## src/design/cke_regs.svh

```systemverilog
/*
  timing and code constants for the console keyboard encoder.
  assumes a 40 MHz clock; included by its bare name.
*/
`ifndef CKE_REGS_SVH
`define CKE_REGS_SVH
`define CKE_CLK_HZ 40000000
`define CKE_ACT_MS 10
`define CKE_LATCH_MS 10
`define CKE_ACT_CYCLES ((`CKE_CLK_HZ / 1000) * `CKE_ACT_MS)
`define CKE_LATCH_CYCLES ((`CKE_CLK_HZ / 1000) * `CKE_LATCH_MS)
`define CKE_CODE_LEAD 5'h10
`define CKE_LOW_PLUS 4'hb
`define CKE_LOW_MINUS 4'ha
`define CKE_LOW_POINT 4'hc
`define CKE_LOW_CLEAR 4'hd
`define CKE_LOW_ENTER 4'he
`define CKE_KEY_PLUS 4'ha
`define CKE_KEY_MINUS 4'hb
`define CKE_KEY_POINT 4'hc
`define CKE_KEY_CLEAR 4'hd
`define CKE_KEY_ENTER 4'he
`define CKE_CNT_W 20
`endif

```

## src/design/cke_pkg.sv

```systemverilog
/*
  types for the console keyboard encoder.
  assumes nothing beyond the header of constants.
*/
package cke_pkg;
  typedef enum logic [2:0] {
    ST_IDLE = 3'b000,
    ST_LOCK = 3'b001,
    ST_RELEASE = 3'b010,
    ST_DRIVE = 3'b011,
    ST_LATCHING = 3'b100,
    ST_HELD = 3'b101
  } cke_state_type;
  typedef struct packed {
    logic valid;
    logic [4:0] code;
  } cke_code_type;
endpackage

```

## src/design/cke_sync.sv

```systemverilog
/*
  two-flop synchroniser for the key pins.
  assumes inputs are asynchronous to clk_i.
*/
`timescale 1ns/1ps
module cke_sync #(
  parameter int WIDTH = 15
) (
  // clock and reset
  input wire logic clk_i,
  input wire logic rst_n_i,
  // async in, synced out
  input wire logic [WIDTH-1:0] async_i,
  output logic [WIDTH-1:0] sync_o
);
  logic [WIDTH-1:0] meta;
  logic [WIDTH-1:0] next_meta;
  logic [WIDTH-1:0] stage;
  logic [WIDTH-1:0] next_stage;
  always_comb begin
    next_meta = async_i;
    next_stage = meta;
  end
  always_ff @(posedge clk_i) begin
    if (!rst_n_i) begin
      meta <= '0;
      stage <= '0;
    end else begin
      meta <= next_meta;
      stage <= next_stage;
    end
  end
  assign sync_o = stage;
endmodule

```

## src/design/cke_encoder.sv

```systemverilog
/*
  console decimal keyboard encoder: turns one key press into a five-bit code
  for the computer input flip-flops, with lockout and antirepeat.
  assumes key pins are raw, active high, one bit per key; the consumer gates on fill select.
*/
`timescale 1ns/1ps
`include "cke_regs.svh"
module cke_encoder #(
  parameter int ACT_CYCLES = `CKE_ACT_CYCLES,
  parameter int LATCH_CYCLES = `CKE_LATCH_CYCLES
) (
  // clock and reset
  input wire logic clk_i,
  input wire logic rst_n_i,
  // keys: 0..9 digits, 10 plus, 11 minus, 12 point, 13 clear, 14 enter
  input wire logic [14:0] key_i,
  // toward the computer
  output logic [4:0] code_o,
  output logic code_valid_o,
  output logic lock_o,
  output logic antirepeat_latch_o
);
  localparam logic [`CKE_CNT_W-1:0] ACT_LAST = `CKE_CNT_W'(ACT_CYCLES - 1);
  localparam logic [`CKE_CNT_W-1:0] LATCH_LAST = `CKE_CNT_W'(LATCH_CYCLES - 1);

  function automatic cke_pkg::cke_code_type encode(input logic [14:0] keys);
    cke_pkg::cke_code_type r;
    r = '0;
    // lowest index wins: a fixed priority stands in for which bar landed first
    for (int i = 14; i >= 0; i--) begin
      if (keys[i]) begin
        r.valid = 1'b1;
        if (i < 10) begin
          r.code = `CKE_CODE_LEAD | {1'b0, 4'(i)};
        end else begin
          case (4'(i))
            `CKE_KEY_PLUS: r.code = `CKE_CODE_LEAD | {1'b0, `CKE_LOW_PLUS};
            `CKE_KEY_MINUS: r.code = `CKE_CODE_LEAD | {1'b0, `CKE_LOW_MINUS};
            `CKE_KEY_POINT: r.code = `CKE_CODE_LEAD | {1'b0, `CKE_LOW_POINT};
            `CKE_KEY_CLEAR: r.code = `CKE_CODE_LEAD | {1'b0, `CKE_LOW_CLEAR};
            default: r.code = `CKE_CODE_LEAD | {1'b0, `CKE_LOW_ENTER};
          endcase
        end
      end
    end
    return r;
  endfunction

  logic [14:0] keys;
  cke_sync #(.WIDTH(15)) u_sync (
    .clk_i(clk_i),
    .rst_n_i(rst_n_i),
    .async_i(key_i),
    .sync_o(keys)
  );

  cke_pkg::cke_state_type state;
  cke_pkg::cke_state_type next_state;
  logic [`CKE_CNT_W-1:0] cnt;
  logic [`CKE_CNT_W-1:0] next_cnt;
  logic [4:0] held_code;
  logic [4:0] next_held_code;
  logic [4:0] code;
  logic [4:0] next_code;
  logic code_valid;
  logic next_code_valid;
  logic lock;
  logic next_lock;
  logic latch;
  logic next_latch;
  cke_pkg::cke_code_type sel;
  logic any_key;

  always_comb begin
    sel = encode(keys);
    any_key = |keys;
    next_state = state;
    next_cnt = cnt + `CKE_CNT_W'(1);
    next_held_code = held_code;
    next_code = code;
    next_code_valid = 1'b0;
    next_lock = lock;
    next_latch = latch;
    case (state)
      cke_pkg::ST_IDLE: begin
        next_cnt = '0;
        if (sel.valid) begin
          next_held_code = sel.code;
          next_lock = 1'b1;
          next_state = cke_pkg::ST_LOCK;
        end
      end
      cke_pkg::ST_LOCK: begin
        next_state = cke_pkg::ST_RELEASE;
      end
      cke_pkg::ST_RELEASE: begin
        next_code = held_code;
        next_code_valid = 1'b1;
        next_state = cke_pkg::ST_DRIVE;
      end
      cke_pkg::ST_DRIVE: begin
        if (cnt >= ACT_LAST) begin
          next_cnt = '0;
          next_state = cke_pkg::ST_LATCHING;
        end
      end
      cke_pkg::ST_LATCHING: begin
        if (cnt >= LATCH_LAST) begin
          next_latch = 1'b1;
          next_lock = 1'b0;
          next_state = cke_pkg::ST_HELD;
        end
      end
      cke_pkg::ST_HELD: begin
        next_cnt = '0;
        // any key still down keeps the latch set, so a held key never repeats
        if (!any_key) begin
          next_latch = 1'b0;
          next_state = cke_pkg::ST_IDLE;
        end
      end
      default: begin
        next_state = cke_pkg::ST_IDLE;
        next_lock = 1'b0;
        next_latch = 1'b0;
      end
    endcase
  end

  always_ff @(posedge clk_i) begin
    if (!rst_n_i) begin
      state <= cke_pkg::ST_IDLE;
      cnt <= '0;
      held_code <= '0;
      code <= '0;
      code_valid <= 1'b0;
      lock <= 1'b0;
      latch <= 1'b0;
    end else begin
      state <= next_state;
      cnt <= next_cnt;
      held_code <= next_held_code;
      code <= next_code;
      code_valid <= next_code_valid;
      lock <= next_lock;
      latch <= next_latch;
    end
  end

  assign code_o = code;
  assign code_valid_o = code_valid;
  assign lock_o = lock;
  assign antirepeat_latch_o = latch;

  property p_one_code;
    @(posedge clk_i) disable iff (!rst_n_i)
      code_valid |=> !code_valid;
  endproperty
  a_one_code: assert property (p_one_code) else $error("code pulse longer than one cycle");

  property p_lead_bit;
    @(posedge clk_i) disable iff (!rst_n_i)
      code_valid |-> code[4];
  endproperty
  a_lead_bit: assert property (p_lead_bit) else $error("code lacks leading one");

  property p_digit_map;
    @(posedge clk_i) disable iff (!rst_n_i)
      (state == cke_pkg::ST_IDLE && keys == 15'h0001) |=> ##2 (code_valid && code == 5'h10);
  endproperty
  a_digit_map: assert property (p_digit_map) else $error("digit zero not coded 10000");

  property p_enter_map;
    @(posedge clk_i) disable iff (!rst_n_i)
      (state == cke_pkg::ST_IDLE && keys == 15'h4000) |=> ##2 (code_valid && code == 5'h1e);
  endproperty
  a_enter_map: assert property (p_enter_map) else $error("enter not coded 11110");

  property p_order;
    @(posedge clk_i) disable iff (!rst_n_i)
      $rose(lock) |-> !code_valid ##1 !code_valid ##1 code_valid;
  endproperty
  a_order: assert property (p_order) else $error("code not driven two cycles after lock");

  property p_lock_during_act;
    @(posedge clk_i) disable iff (!rst_n_i)
      (state inside {cke_pkg::ST_LOCK, cke_pkg::ST_RELEASE, cke_pkg::ST_DRIVE}) |-> lock;
  endproperty
  a_lock_during_act: assert property (p_lock_during_act) else $error("keyboard unlocked in actuation");

  property p_latch_after;
    @(posedge clk_i) disable iff (!rst_n_i)
      $rose(latch) |-> $past(state) == cke_pkg::ST_LATCHING && !lock;
  endproperty
  a_latch_after: assert property (p_latch_after) else $error("latch set out of order");

  property p_held;
    @(posedge clk_i) disable iff (!rst_n_i)
      (latch && any_key) |=> latch && !code_valid;
  endproperty
  a_held: assert property (p_held) else $error("latch dropped while key down");

  property p_release;
    @(posedge clk_i) disable iff (!rst_n_i)
      (state == cke_pkg::ST_HELD && !any_key) |=> (state == cke_pkg::ST_IDLE && !latch);
  endproperty
  a_release: assert property (p_release) else $error("no return to idle on release");

  property p_no_new_while_busy;
    @(posedge clk_i) disable iff (!rst_n_i)
      (state != cke_pkg::ST_IDLE) |=> !$rose(lock) && $stable(held_code);
  endproperty
  a_no_new_while_busy: assert property (p_no_new_while_busy) else $error("new press accepted while busy");
endmodule

```

## config.mk

```make
export PLATFORM = sky130hd
export DESIGN_NAME = cke_encoder
export DESIGN_NICKNAME = d
export VERILOG_FILES = /design/src/design/cke_pkg.sv /design/src/design/cke_sync.sv /design/src/design/cke_encoder.sv
export VERILOG_INCLUDE_DIRS = /design/src /design/src/design
export SDC_FILE = /design/constraint.sdc
export NUM_CORES = 1
export LEC_CHECK = 0
export ABC_AREA = 1
export BUFFER_PORTS_ARGS = -buffer_cell sky130_fd_sc_hd__buf_2
export CAP_MARGIN = 20
export CORE_MARGIN = 10
export CORE_UTILIZATION = 38
export CTS_CLUSTER_DIAMETER = 30
export DETAILED_ROUTE_END_ITERATION = 8
export GPL_TIMING_DRIVEN = 0
export SLEW_MARGIN = 20
export SYNTH_ARGS = -nofsm -noshare
export SYNTH_HDL_FRONTEND = slang
export SYNTH_SLANG_ARGS = --single-unit
```

## constraint.sdc

```tcl
create_clock -name clk_i -period 2.1 [get_ports clk_i]
set_input_delay 0.21 -clock clk_i [delete_from_list [all_inputs] [get_ports clk_i]]
set_output_delay 0.21 -clock clk_i [all_outputs]
set_load 0.01 [all_outputs]
```

Word level (Yosys, flattened, before mapping)
Cells that the tools add are included.
Word-level totals
  ROM bits: 0
  memories: 0
  RAM bits: 0
  input bits: 17
  latch bits: 0
  register bits after elaboration: 66
  word-level logic and storage cells: 60
Cells by class
  equality and inequality tests: 9
  bitwise logic cells: 2
  $add $sub $neg: 1
  divide/modulo/power cells: 0
  reduce and logical (&&, ||, !) cells: 9
  multiplexer cells: 29
  shift-type cells: 0
  order comparisons: 1
  multipliers: 0
Operators by type and width (count)
  two-way mux 6 bit: 15
  case mux 20 bit (2 select lines): 1
  adder 20 x 1 -> 20 bit, second input constant: 1
  greater-or-equal comparator 20 x 19 -> 1 bit, second input constant: 1
  two-way mux 20 bit: 1
  case mux 3 bit (6 select lines): 1
  OR reduction 15 bit: 1
  two-way mux 3 bit: 4
  inequality test 2 bit, second input constant: 4
  OR reduction 4 bit: 2
  equality test 3 x 2 -> 1 bit, second input constant: 2
  equality test 3 bit, second input constant: 2
  case mux 1 bit (3 select lines): 2
  AND reduction 3 bit: 2
  two-way mux 1 bit: 5
  AND reduction 4 bit: 1
  equality test 3 x 1 -> 1 bit, second input constant: 1
  logical NOT 3 bit: 1
  inverter 1 bit: 2
  AND reduction 2 bit: 1
  OR reduction 2 bit: 1

Depth between registers and ports, before layout
Gate-level depths: netlist of run 1.
  word-level depth: 17
  depth in mapped cells: 13
  depth with buffers taken out: 13

By module
A second synthesis of run 1 with hierarchy kept.
Second synthesis, totals
  cells, all modules: 375
  area total of the unflattened synthesis: 2836.5 um2
Modules (own cells, without submodules)
  cke_encoder: cells an instance 282, area each 1976.9 um2, instances 1, sequential area each 720.7 um2
  cke_sync: cells an instance 93, area each 859.6 um2, instances 1, sequential area each 600.6 um2

Worst setup path before layout of run 1
OpenSTA, ideal clock, no wires.
  path kind: register to register
  from: reg cnt[0]
  to: reg cnt[18]
  data arrival time: 1.360 ns
  path buffers: 0
  slack: 0.623 ns
  clock period less this slack: 1.477 ns
  library setup time: 0.117 ns
  cell stages (with the launch flop): 9
  cells stage by stage: dfxtp_1 ha_1 nand3_1 nor3_2 nand2_2 nor3_1 nand4_1 nand3_1 nor2_1
On the way
  longest elaborated chain between the ends: 3
  elaborated cells on any way between the ends: 4
  those cells by class: add/sub (1); order compare (1); mux (2)
Ends and longest elaborated chain
  start, declared: RTL line cke_encoder.sv:59  | logic [`CKE_CNT_W-1:0] cnt;
  start signal, assigned: RTL line cke_encoder.sv:141  | cnt <= next_cnt;
  adder 20 x 1 -> 20 bit / greater-or-equal comparator 20 x 19 -> 1 bit (equally long branches): RTL line cke_encoder.sv:78, cke_encoder.sv:102
  two-way mux 20 bit: RTL line cke_encoder.sv:102  | if (cnt >= ACT_LAST) begin
  case mux 20 bit (2 select lines) *: RTL line cke_encoder.sv:84  | case (state)
Every way passes the cells marked *; elsewhere a longest branch is shown, timed or not.
A chain may end at the register's enable or synchronous reset.

Worst setup path in the final report of run 1
Same ends and word-level chain as after synthesis.

==> results of run 1 <==
-- kinds of logic after synthesis --
family | count (synthesis) | synth area share (%)
xor+xnor | 12 | 3.914
simple gates | 170 | 29.22
flops | 66 | 49.21
compound gates | 28 | 5.965
fa+ha+maj | 1 | 0.4659
buf+inv | 78 | 11.23
-- per-stage QoR --
step	hold WS (ps)	total power (uW)	setup slack, ps	instances
detailed placement	394.8	1716	399.2	474
global route	38.26	2899	199.3	490
global placement	391.6	1711	438.8	474
floorplan	307.6	1624	623.2	355
CTS	26.41	2776	381.0	490
finish	42.30	2744	428.1	490
-- layout make-up --
cell class / count / area (sq um) / area share (%)
buffer: 7 / 35.03 / 1.122
clock buffer: 9 / 123.9 / 3.966
clock inverter: 7 / 78.83 / 2.524
inverter: 71 / 266.5 / 8.534
multi-input combinational: 211 / 1062 / 34.01
sequential: 66 / 1321 / 42.31
tap: 96 / 120.1 / 3.846
timing repair buffer: 23 / 115.1 / 3.686
-- layer usage --
| metal | part of all wire [%] | vias up |
|---|---|---|
| li1 | - | 1157 |
| met1 | 49 | 892 |
| met2 | 44 | 35 |
| met3 | 5.4 | 7 |
| met4 | 1.3 | 0 |
| met5 | 0 | - |
-- synthesized netlist by cell type (2+ instances only) --
| library cell | number | area share, % |
|---|---|---|
| nand2_1 | 65 | 9.1 |
| clkbuf_1 | 3 | 0.42 |
| nor3_4 | 3 | 1.8 |
| dfxtp_1 | 66 | 49 |
| nand4_1 | 10 | 2.3 |
| xor2_1 | 11 | 3.6 |
| buf_1 | 2 | 0.28 |
| nand3_1 | 19 | 3.5 |
| a31oi_1 | 3 | 0.70 |
| nor2_1 | 54 | 7.5 |
| a21oi_1 | 8 | 1.5 |
| o21ai_1 | 2 | 0.37 |
| o21ai_0 | 10 | 1.9 |
| nor3_1 | 6 | 1.1 |
| nand2_2 | 4 | 0.93 |
| o211ai_1 | 2 | 0.56 |
| inv_1 | 70 | 9.8 |
-- state kept, by name, indices dropped and copies added, names as in the netlist --
register            flops
code_o                  5
code_valid_o            1
state                   3
u_sync.meta            15
cnt                    20
lock_o                  1
u_sync.sync_o          15
antirepeat_latch_o      1
held_code               5
-- worst paths after layout --
path / from / to / slack [ps] / cells past startpoint
setup reg to reg: cnt[0] / cnt[18] / 430 / 8
hold / removal: key_i[3] / u_sync.meta[3] / 40 / 3
setup / recovery: cnt[0] / cnt[18] / 430 / 8
hold reg to reg: u_sync.meta[7] / u_sync.sync_o[7] / 410 / 2
-- tightest hold or removal path, stage by stage --
cell     delay (ps)
buf_2            70
nand2_1          40
inv_1            40
-- placed cells by master (no fill, tap or decap), types with 2 or more instances in the layout --
master,synthesis,layout
a31oi_1,3,3
xor2_1,11,11
nor3_1,6,6
clkbuf_8,0,9
nand2_1,65,65
clkinvlp_4,0,3
nor3_4,3,3
dfxtp_1,66,66
o211ai_1,2,2
inv_1,70,70
nand3_1,19,19
clkbuf_1,3,3
o21ai_1,2,2
buf_2,1,24
clkinv_4,0,2
o21ai_0,10,10
nand2_2,4,4
buf_1,2,2
nand4_1,10,10
nor2_1,54,54
a21oi_1,8,8
-- power groups by stage --
| stage | sequential [uW] | combinational (uW) | clock [uW] |
|---|---|---|---|
| global placement | 1390 | 316 | 0 |
| floorplan | 1400 | 224 | 0 |
| detailed placement | 1400 | 319 | 0 |
| CTS | 1370 | 322 | 1090 |
| finish | 1370 | 317 | 1060 |
| global route | 1380 | 373 | 1150 |
==> flow_summary.ini, run 1 <==
[status]
status = completed

[critical_path]
crit_path_start_kind = flop
max_stage_delay_ps = 350
arrival_ps = 1910
path_class = flop to flop
critPathCaptureType = flop
critical_path_peak_fanout = 4
crit_chain = ha_1 > nand3_1 > nor3_2 > nand2_2 > nor3_1 > nand4_1 > nand3_1 > nor2_1
crit_slowest_cell = dfxtp_1
worst-path-buf-inv = 0
worstPathRequired_ps = 2340
path_delay_family = simple AND/OR/NAND/NOR gates
cp_common_cell = nand3_1

[job]
max-cap-violations = 0

[timing]
rsz0062_at_grt = false
period_share_pct = 79.61
worstMarginPinSlew_ps = 466.5
relSlewSlack_pct = 68.90
min_period_ps = 1672
clock_skew_ps = 9.115
maxSlewViolCount = 0
finalHoldViolations = 0
fmax_mhz = 598.1
setup_viol = 0
fin_setup_tns_ps = 0

[clock_tree]
clk_pin_slew_ps = 80
holdBufCountCts = 0
htreeDepth = 3
max-clock-path-buffers = 2
cts_root_buf = clkbuf_8
numCtsBuffers = 9
cts_tree = yes
cts_resized = 0
post_cts_buffers = 0
worstSkewPairLatency_ps = 340
clock-sinks = 66

[drt]
post_drt_wl_per_cell_microns = 9.492
final_antenna_net_count = 0
vias = 2091
firstDrtPassIters = 4
drc_errors = 0
wl_mm = 4.651
viasPerCell = 4.267
drt_iter0_drc = 42

[synthesis]
async_reset_ff_share_pct = 0
synth.distinct_cells = 34
synth_fp_nets = 373
synth-seq-area-share_pct = 49.21
synth_area_sq_um = 2685
yosysWarnings = 0
synth_edf_count = 0
synth-main-ff-cell = dfxtp_1
synth_area_per_cell_sq_um = 7.564
syn_inst = 355
ys_seq_elements = 66

[power]
ir_drop_v = 0.0006127
power_switching_uw = 740.0
comb_power_share_pct = 11.6
p_leak_uw = 0.001567
swShare_pct = 26.97
p_per_area_nw_per_um2 = 878.7
seqPwrFrac_pct = 49.9
intPower_uw = 2004
pwr-share-clk_pct = 38.6

[die]
dieWidth_microns = 104.1
dieArea_sq_um = 10830
ios = 25
die_h_microns = 104.1
initial_core_util_pct = 39.30
rows = 30
fp.coreArea_sq_um = 6832

[global_routing]
grtUsageTotal_pct = 9.398
grtUsageMet1_pct = 10.48
grt_max_degree = 14
antenna_found_initial = 0
grt_pass1_vias = 2071
grt_pass1_wl_mm = 8.631
use_met3_pct = 4.771
overflow = 0
top_usage_layer = met2
met2_usage_pct = 15.23

[finish]
fillers = 711
drive_gt1_share_pct = 13.96
fin_util_pct = 45.71
syn2layout_area_growth_pct = 16.31
antennaDiodeCount = 0
fin_nets = 407
design_area_sq_um = 3123

[placement]
placed_area_sq_um = 2920
io_buffers = 23
dp_hpwl_mm = 3.494
place.gp.congestion = 0.8195

[hold_path]
hold_class = primary input to flop
No activity file was read; power rests on OpenSTA's default activity.
==> run 2, diff against run 1 <==
clock period = 1.4 ns   (was 2.1 ns; I/O delays follow)
==> run 2 against run 1 <==
Effect of this change: the run now ends with negative setup slack left; non-clock buffer count is 55 higher; clock-buffer cell count unchanged; sequential share of layout area decreased by 8.3 points; clock skew hardly changed; sequential cell count unchanged; critical path depth up 3; first-iteration DRC count rose by 120%; highest routed layer unchanged.
==> flow_summary.ini, run 2 (synthesis results as in run 1) <==
[status]
status = finished, violations left
violations = negative setup slack

[finish]
syn2layout_area_growth_pct = 48.93
antennaDiodeCount = 0
design_area_sq_um = 3999
largest_reg_flops = 20
fin_util_pct = 58.53
fin_cells = 546
regArea_sq_um = 1361
fin_nets = 463
drive_gt1_share_pct = 41.56
mostFrequentLayoutCells = nand2_1 (61), inv_1 (55), dfxtp_1 (44)
fillers = 605
multi_input_area_sq_um = 1408
top_register = cnt
final_common_cell = nand2_1

[die]
rows = 30
dieArea_sq_um = 10830
die_h_microns = 104.1
dieWidth_microns = 104.1
initial_core_util_pct = 39.30
fp.coreArea_sq_um = 6832
ios = 25

[drt]
drc_errors = 0
post_drt_wl_per_cell_microns = 11.40
wl_mm = 6.222
vias = 2488
firstDrtPassIters = 4
final_antenna_net_count = 0
drt_iter0_drc = 93
viasPerCell = 4.557

[timing]
final.setup.worst_slack_ps = -183.0
fin_setup_tns_ps = -2606
finalHoldViolations = 0
relSlewSlack_pct = 58.80
rsz0062_at_grt = true
maxSlewViolCount = 0
setup_viol = 21
clock_skew_ps = 9.203
period_share_pct = 113.1
worstMarginPinSlew_ps = 618.1
fmax_mhz = 631.7
min_period_ps = 1583

[clock_tree]
cts_root_buf = clkbuf_8
clock-sinks = 66
clk_pin_slew_ps = 80
numCtsBuffers = 9
htreeDepth = 3
max-clock-path-buffers = 2
worstSkewPairLatency_ps = 350
cts_tree = yes

[job]
max-cap-violations = 0

[hold_path]
whs_path_depth = 3
hold_class = primary input to flop

[power]
ir_drop_v = 0.0007612
total_power_uw = 4342
p_leak_uw = 0.001979
p_per_area_nw_per_um2 = 1086

[placement]
dp.cells = 474
dp_hpwl_mm = 3.554
place.gp.congestion = 0.8013
placed_area_sq_um = 2959
io_buffers = 23

[global_routing]
overflow = 0
top_usage_layer = met2
grtUsageTotal_pct = 11.64
grt_pass1_vias = 2492
antenna_found_initial = 0
met2_usage_pct = 21.13
grt_max_degree = 14
use_met3_pct = 4.461
grt_pass1_wl_mm = 10.63
grtUsageMet1_pct = 11.90

[critical_path]
critical_path_peak_fanout = 6
arrival_ps = 1860
crit_path_start_kind = flop
path_class = flop to flop
worstPathRequired_ps = 1680
reg2regPathDepth = 11
critPathCaptureType = flop
run 2: cell types whose count changed in the layout (fill, tap and decap cells not counted), sizes merged:
cell / delta
clkinv: +1
dlygate4sd3: +15
bufinv: -1
nand2: +1
buf: +40
run 2: final timing paths:
| path | slack [ps] | startpoint | end |
|---|---|---|---|
| max | -180 | cnt[9] | cnt[0] |
| min | 280 | rst_n_i | held_code[0] |
| max reg2reg | -180 | cnt[9] | cnt[0] |
| min reg2reg | 410 | u_sync.meta[5] | u_sync.sync_o[5] |
run 2: area by class of cell:
type,count,share of cell area [%]
multi-input combinational,212,35.20
sequential,66,34.04
timing repair buffer,79,15.77
inverter,71,6.790
clock buffer,9,3.098
tap,96,3.004
clock inverter,7,1.345
buffer,6,0.7509
run 2: through the flow:
stage               hold WS [ps]  worst slack, ps
finish                     280.1           -183.0
floorplan                  237.6           -10.32
global route               311.7           -294.7
CTS                        279.6           -126.3
detailed placement         325.4           -207.9
global placement           320.8           -181.6
run 2: critical path, stage by stage, from the launching register on:
cell     delay, ps
dfxtp_4        370
nand2_4         70
inv_2           40
o21ai_1        110
o21ai_1         80
nand2_1        100
nand4_1        120
nand2_2        150
nand2_4        120
buf_6          160
buf_4          120
nor2_1          70
run 2: per-layer routing:
layer / wire [microns] / share of wire (%) / up-vias
met4: 123 / 2.0 / 0
met5: 0 / 0 / -
met1: 2508 / 40 / 1143
li1: - / - / 1281
met3: 292 / 4.7 / 16
met2: 3298 / 53 / 48
run 2: where the power goes:
| group | switching [uW] | internal (uW) | leakage, uW | total [uW] |
|---|---|---|---|---|
| Combinational | 448 | 395 | 0.00134 | 843 |
| Sequential | 66.9 | 1990 | 0.000553 | 2060 |
| Clock | 793 | 649 | 0.0000818 | 1440 |
| Total | 1310 | 3040 | 0.00198 | 4340 |
run 2: repair_timing:
item                                    in CTS  in global routing
endpoints found under the hold margin       15                  0
gates resized for setup                     59                 75
endpoints found under the setup margin      27                 33
hold buffers                                15                  0
gates cloned                                 2                  0
pin swaps                                   18                 40
buffers inserted                            34                 11
==> run 3, diff against run 2 <==
MAX_ROUTING_LAYER = met4   (was unset)
clock period = 1.5 ns   (was 1.4 ns; I/O delays follow)
==> run 3 against run 2 <==
Effect of this change: the run still ends with negative setup slack left; design area is 2.4% lower; clock power up 3%; first-iteration DRC count is 40% lower; clock skew increased by 0.69 ps; combinational power decreased by 20%.
==> flow_summary.ini, run 3 (synthesis results as in run 1) <==
[finish]
fin_nets = 457
syn2layout_area_growth_pct = 45.29
regArea_sq_um = 1358
largest_reg_flops = 20
top_register = cnt
fillers = 597
mostFrequentLayoutCells = inv_1 (64), nand2_1 (60), dfxtp_1 (51)
multi_input_area_sq_um = 1331
antennaDiodeCount = 0
drive_gt1_share_pct = 35.36
final_common_cell = inv_1
fin_util_pct = 57.11

[timing]
hold-worst-slack_ps = 297.8
maxSlewViolCount = 0
min_period_ps = 1610
setup_viol = 19
finalHoldViolations = 0
worstMarginPinSlew_ps = 504.5
clock_skew_ps = 9.889
fmax_mhz = 621.1
rsz0062_at_grt = true
relSlewSlack_pct = 66.37
period_share_pct = 107.3
fin_setup_tns_ps = -1341
final.setup.worst_slack_ps = -110.0

[die]
ios = 25
rows = 30
die_h_microns = 104.1
initial_core_util_pct = 39.30
dieWidth_microns = 104.1
dieArea_sq_um = 10830
fp.coreArea_sq_um = 6832

[placement]
io_buffers = 23
dp_hpwl_mm = 3.494
place.gp.congestion = 0.8317

[status]
violations = negative setup slack
status = finished, violations left

[clock_tree]
clock-sinks = 66
worstSkewPairLatency_ps = 340
numCtsBuffers = 9
cts_root_buf = clkbuf_8
clk_pin_slew_ps = 80
cts_tree = yes
htreeDepth = 3
max-clock-path-buffers = 2

[drt]
firstDrtPassIters = 4
wl_mm = 5.970
vias = 2407
final_antenna_net_count = 0
drt_iter0_drc = 56
viasPerCell = 4.457
drc_errors = 0
post_drt_wl_per_cell_microns = 11.06

[critical_path]
arrival_ps = 1840
crit_chain = buf_6 > nand4_1 > o21ai_2 > nand2_2 > nand4_1 > nand2_2 > nand2_4 > buf_12 > buf_8 > nor2_1
worstPathRequired_ps = 1730
crit_path_start_kind = flop
max_stage_delay_ps = 330
critical_path_peak_fanout = 5
critPathCaptureType = flop
path_delay_family = simple AND/OR/NAND/NOR gates
crit_slowest_cell = dfxtp_2
path_class = flop to flop
worst-path-buf-inv = 3

[global_routing]
antenna_found_initial = 0
grt_pass1_wl_mm = 9.977
grt_pass1_vias = 2379
grt_max_degree = 14
overflow = 0
grtUsageTotal_pct = 11.11

[hold_path]
hold_class = primary input to flop

[power]
ir_drop_v = 0.0009033
p_per_area_nw_per_um2 = 1044
p_leak_uw = 0.001946

[job]
max-cap-violations = 0
## run 3: path summary, 6_finish.rpt
kind	start	end	slack, ps	cells past startpoint
max	cnt[11]	cnt[13]	-110	10
min	rst_n_i	held_code[0]	300	3
min reg2reg	u_sync.meta[7]	u_sync.sync_o[7]	410	2
max reg2reg	cnt[11]	cnt[13]	-110	10
## run 3: repair_timing
item	in CTS	in global routing
pin swaps	13	29
endpoints found under the hold margin	15	0
setup endpoints to repair	25	29
hold buffers	15	0
buffers inserted	26	11
gates resized for setup	44	60
cloned	1	0
## run 3: worst reg2reg max path: stages, from the launching register on
cell and delay, ps:
dfxtp_2 330, buf_6 110, nand4_1 170, o21ai_2 220, nand2_2 100, nand4_1 110
nand2_2 90, nand2_4 100, buf_12 130, buf_8 110, nor2_1 40
## run 3: cell type report
class                      instances  share of cell area (%)
inverter                          71                   6.895
sequential                        66                   34.80
tap                               96                   3.079
buffer                             7                   1.155
multi-input combinational        211                   34.12
timing repair buffer              73                   14.75
clock buffer                       9                   3.175
clock inverter                     7                   2.021
## run 3: power by group
group / internal, uW / leakage [uW] / total, uW / switching (uW)
Clock: 777 / 0.0000921 / 1490 / 710
Sequential: 1850 / 0.000551 / 1910 / 59.1
Combinational: 311 / 0.00130 / 672 / 361
Total: 2940 / 0.00195 / 4070 / 1130
## run 3: stage by stage
step / cells / total power [uW] / setup slack (ps) / area (sq um)
6_report: 540 / 4071 / -110.0 / 3901
5_1_grt: 540 / 4288 / -183.3 / 3901
4_1_cts: 531 / 4060 / -95.71 / 3625
3_5_place_dp: 474 / 2402 / -200.8 / 2920
3_3_place_gp: 474 / 2395 / -161.2 / 2920
2_1_floorplan: 355 / 2274 / 23.20 / 2685
## run 3: layer usage
layer / part of all wire [%] / up-vias / track usage, %
li1: - / 1263 / -
met2: 51 / 42 / 18.83
met3: 3.5 / 9 / 4.275
met5: 0 / - / -
met4: 1.6 / 0 / 3.678
met1: 44 / 1093 / 11.61
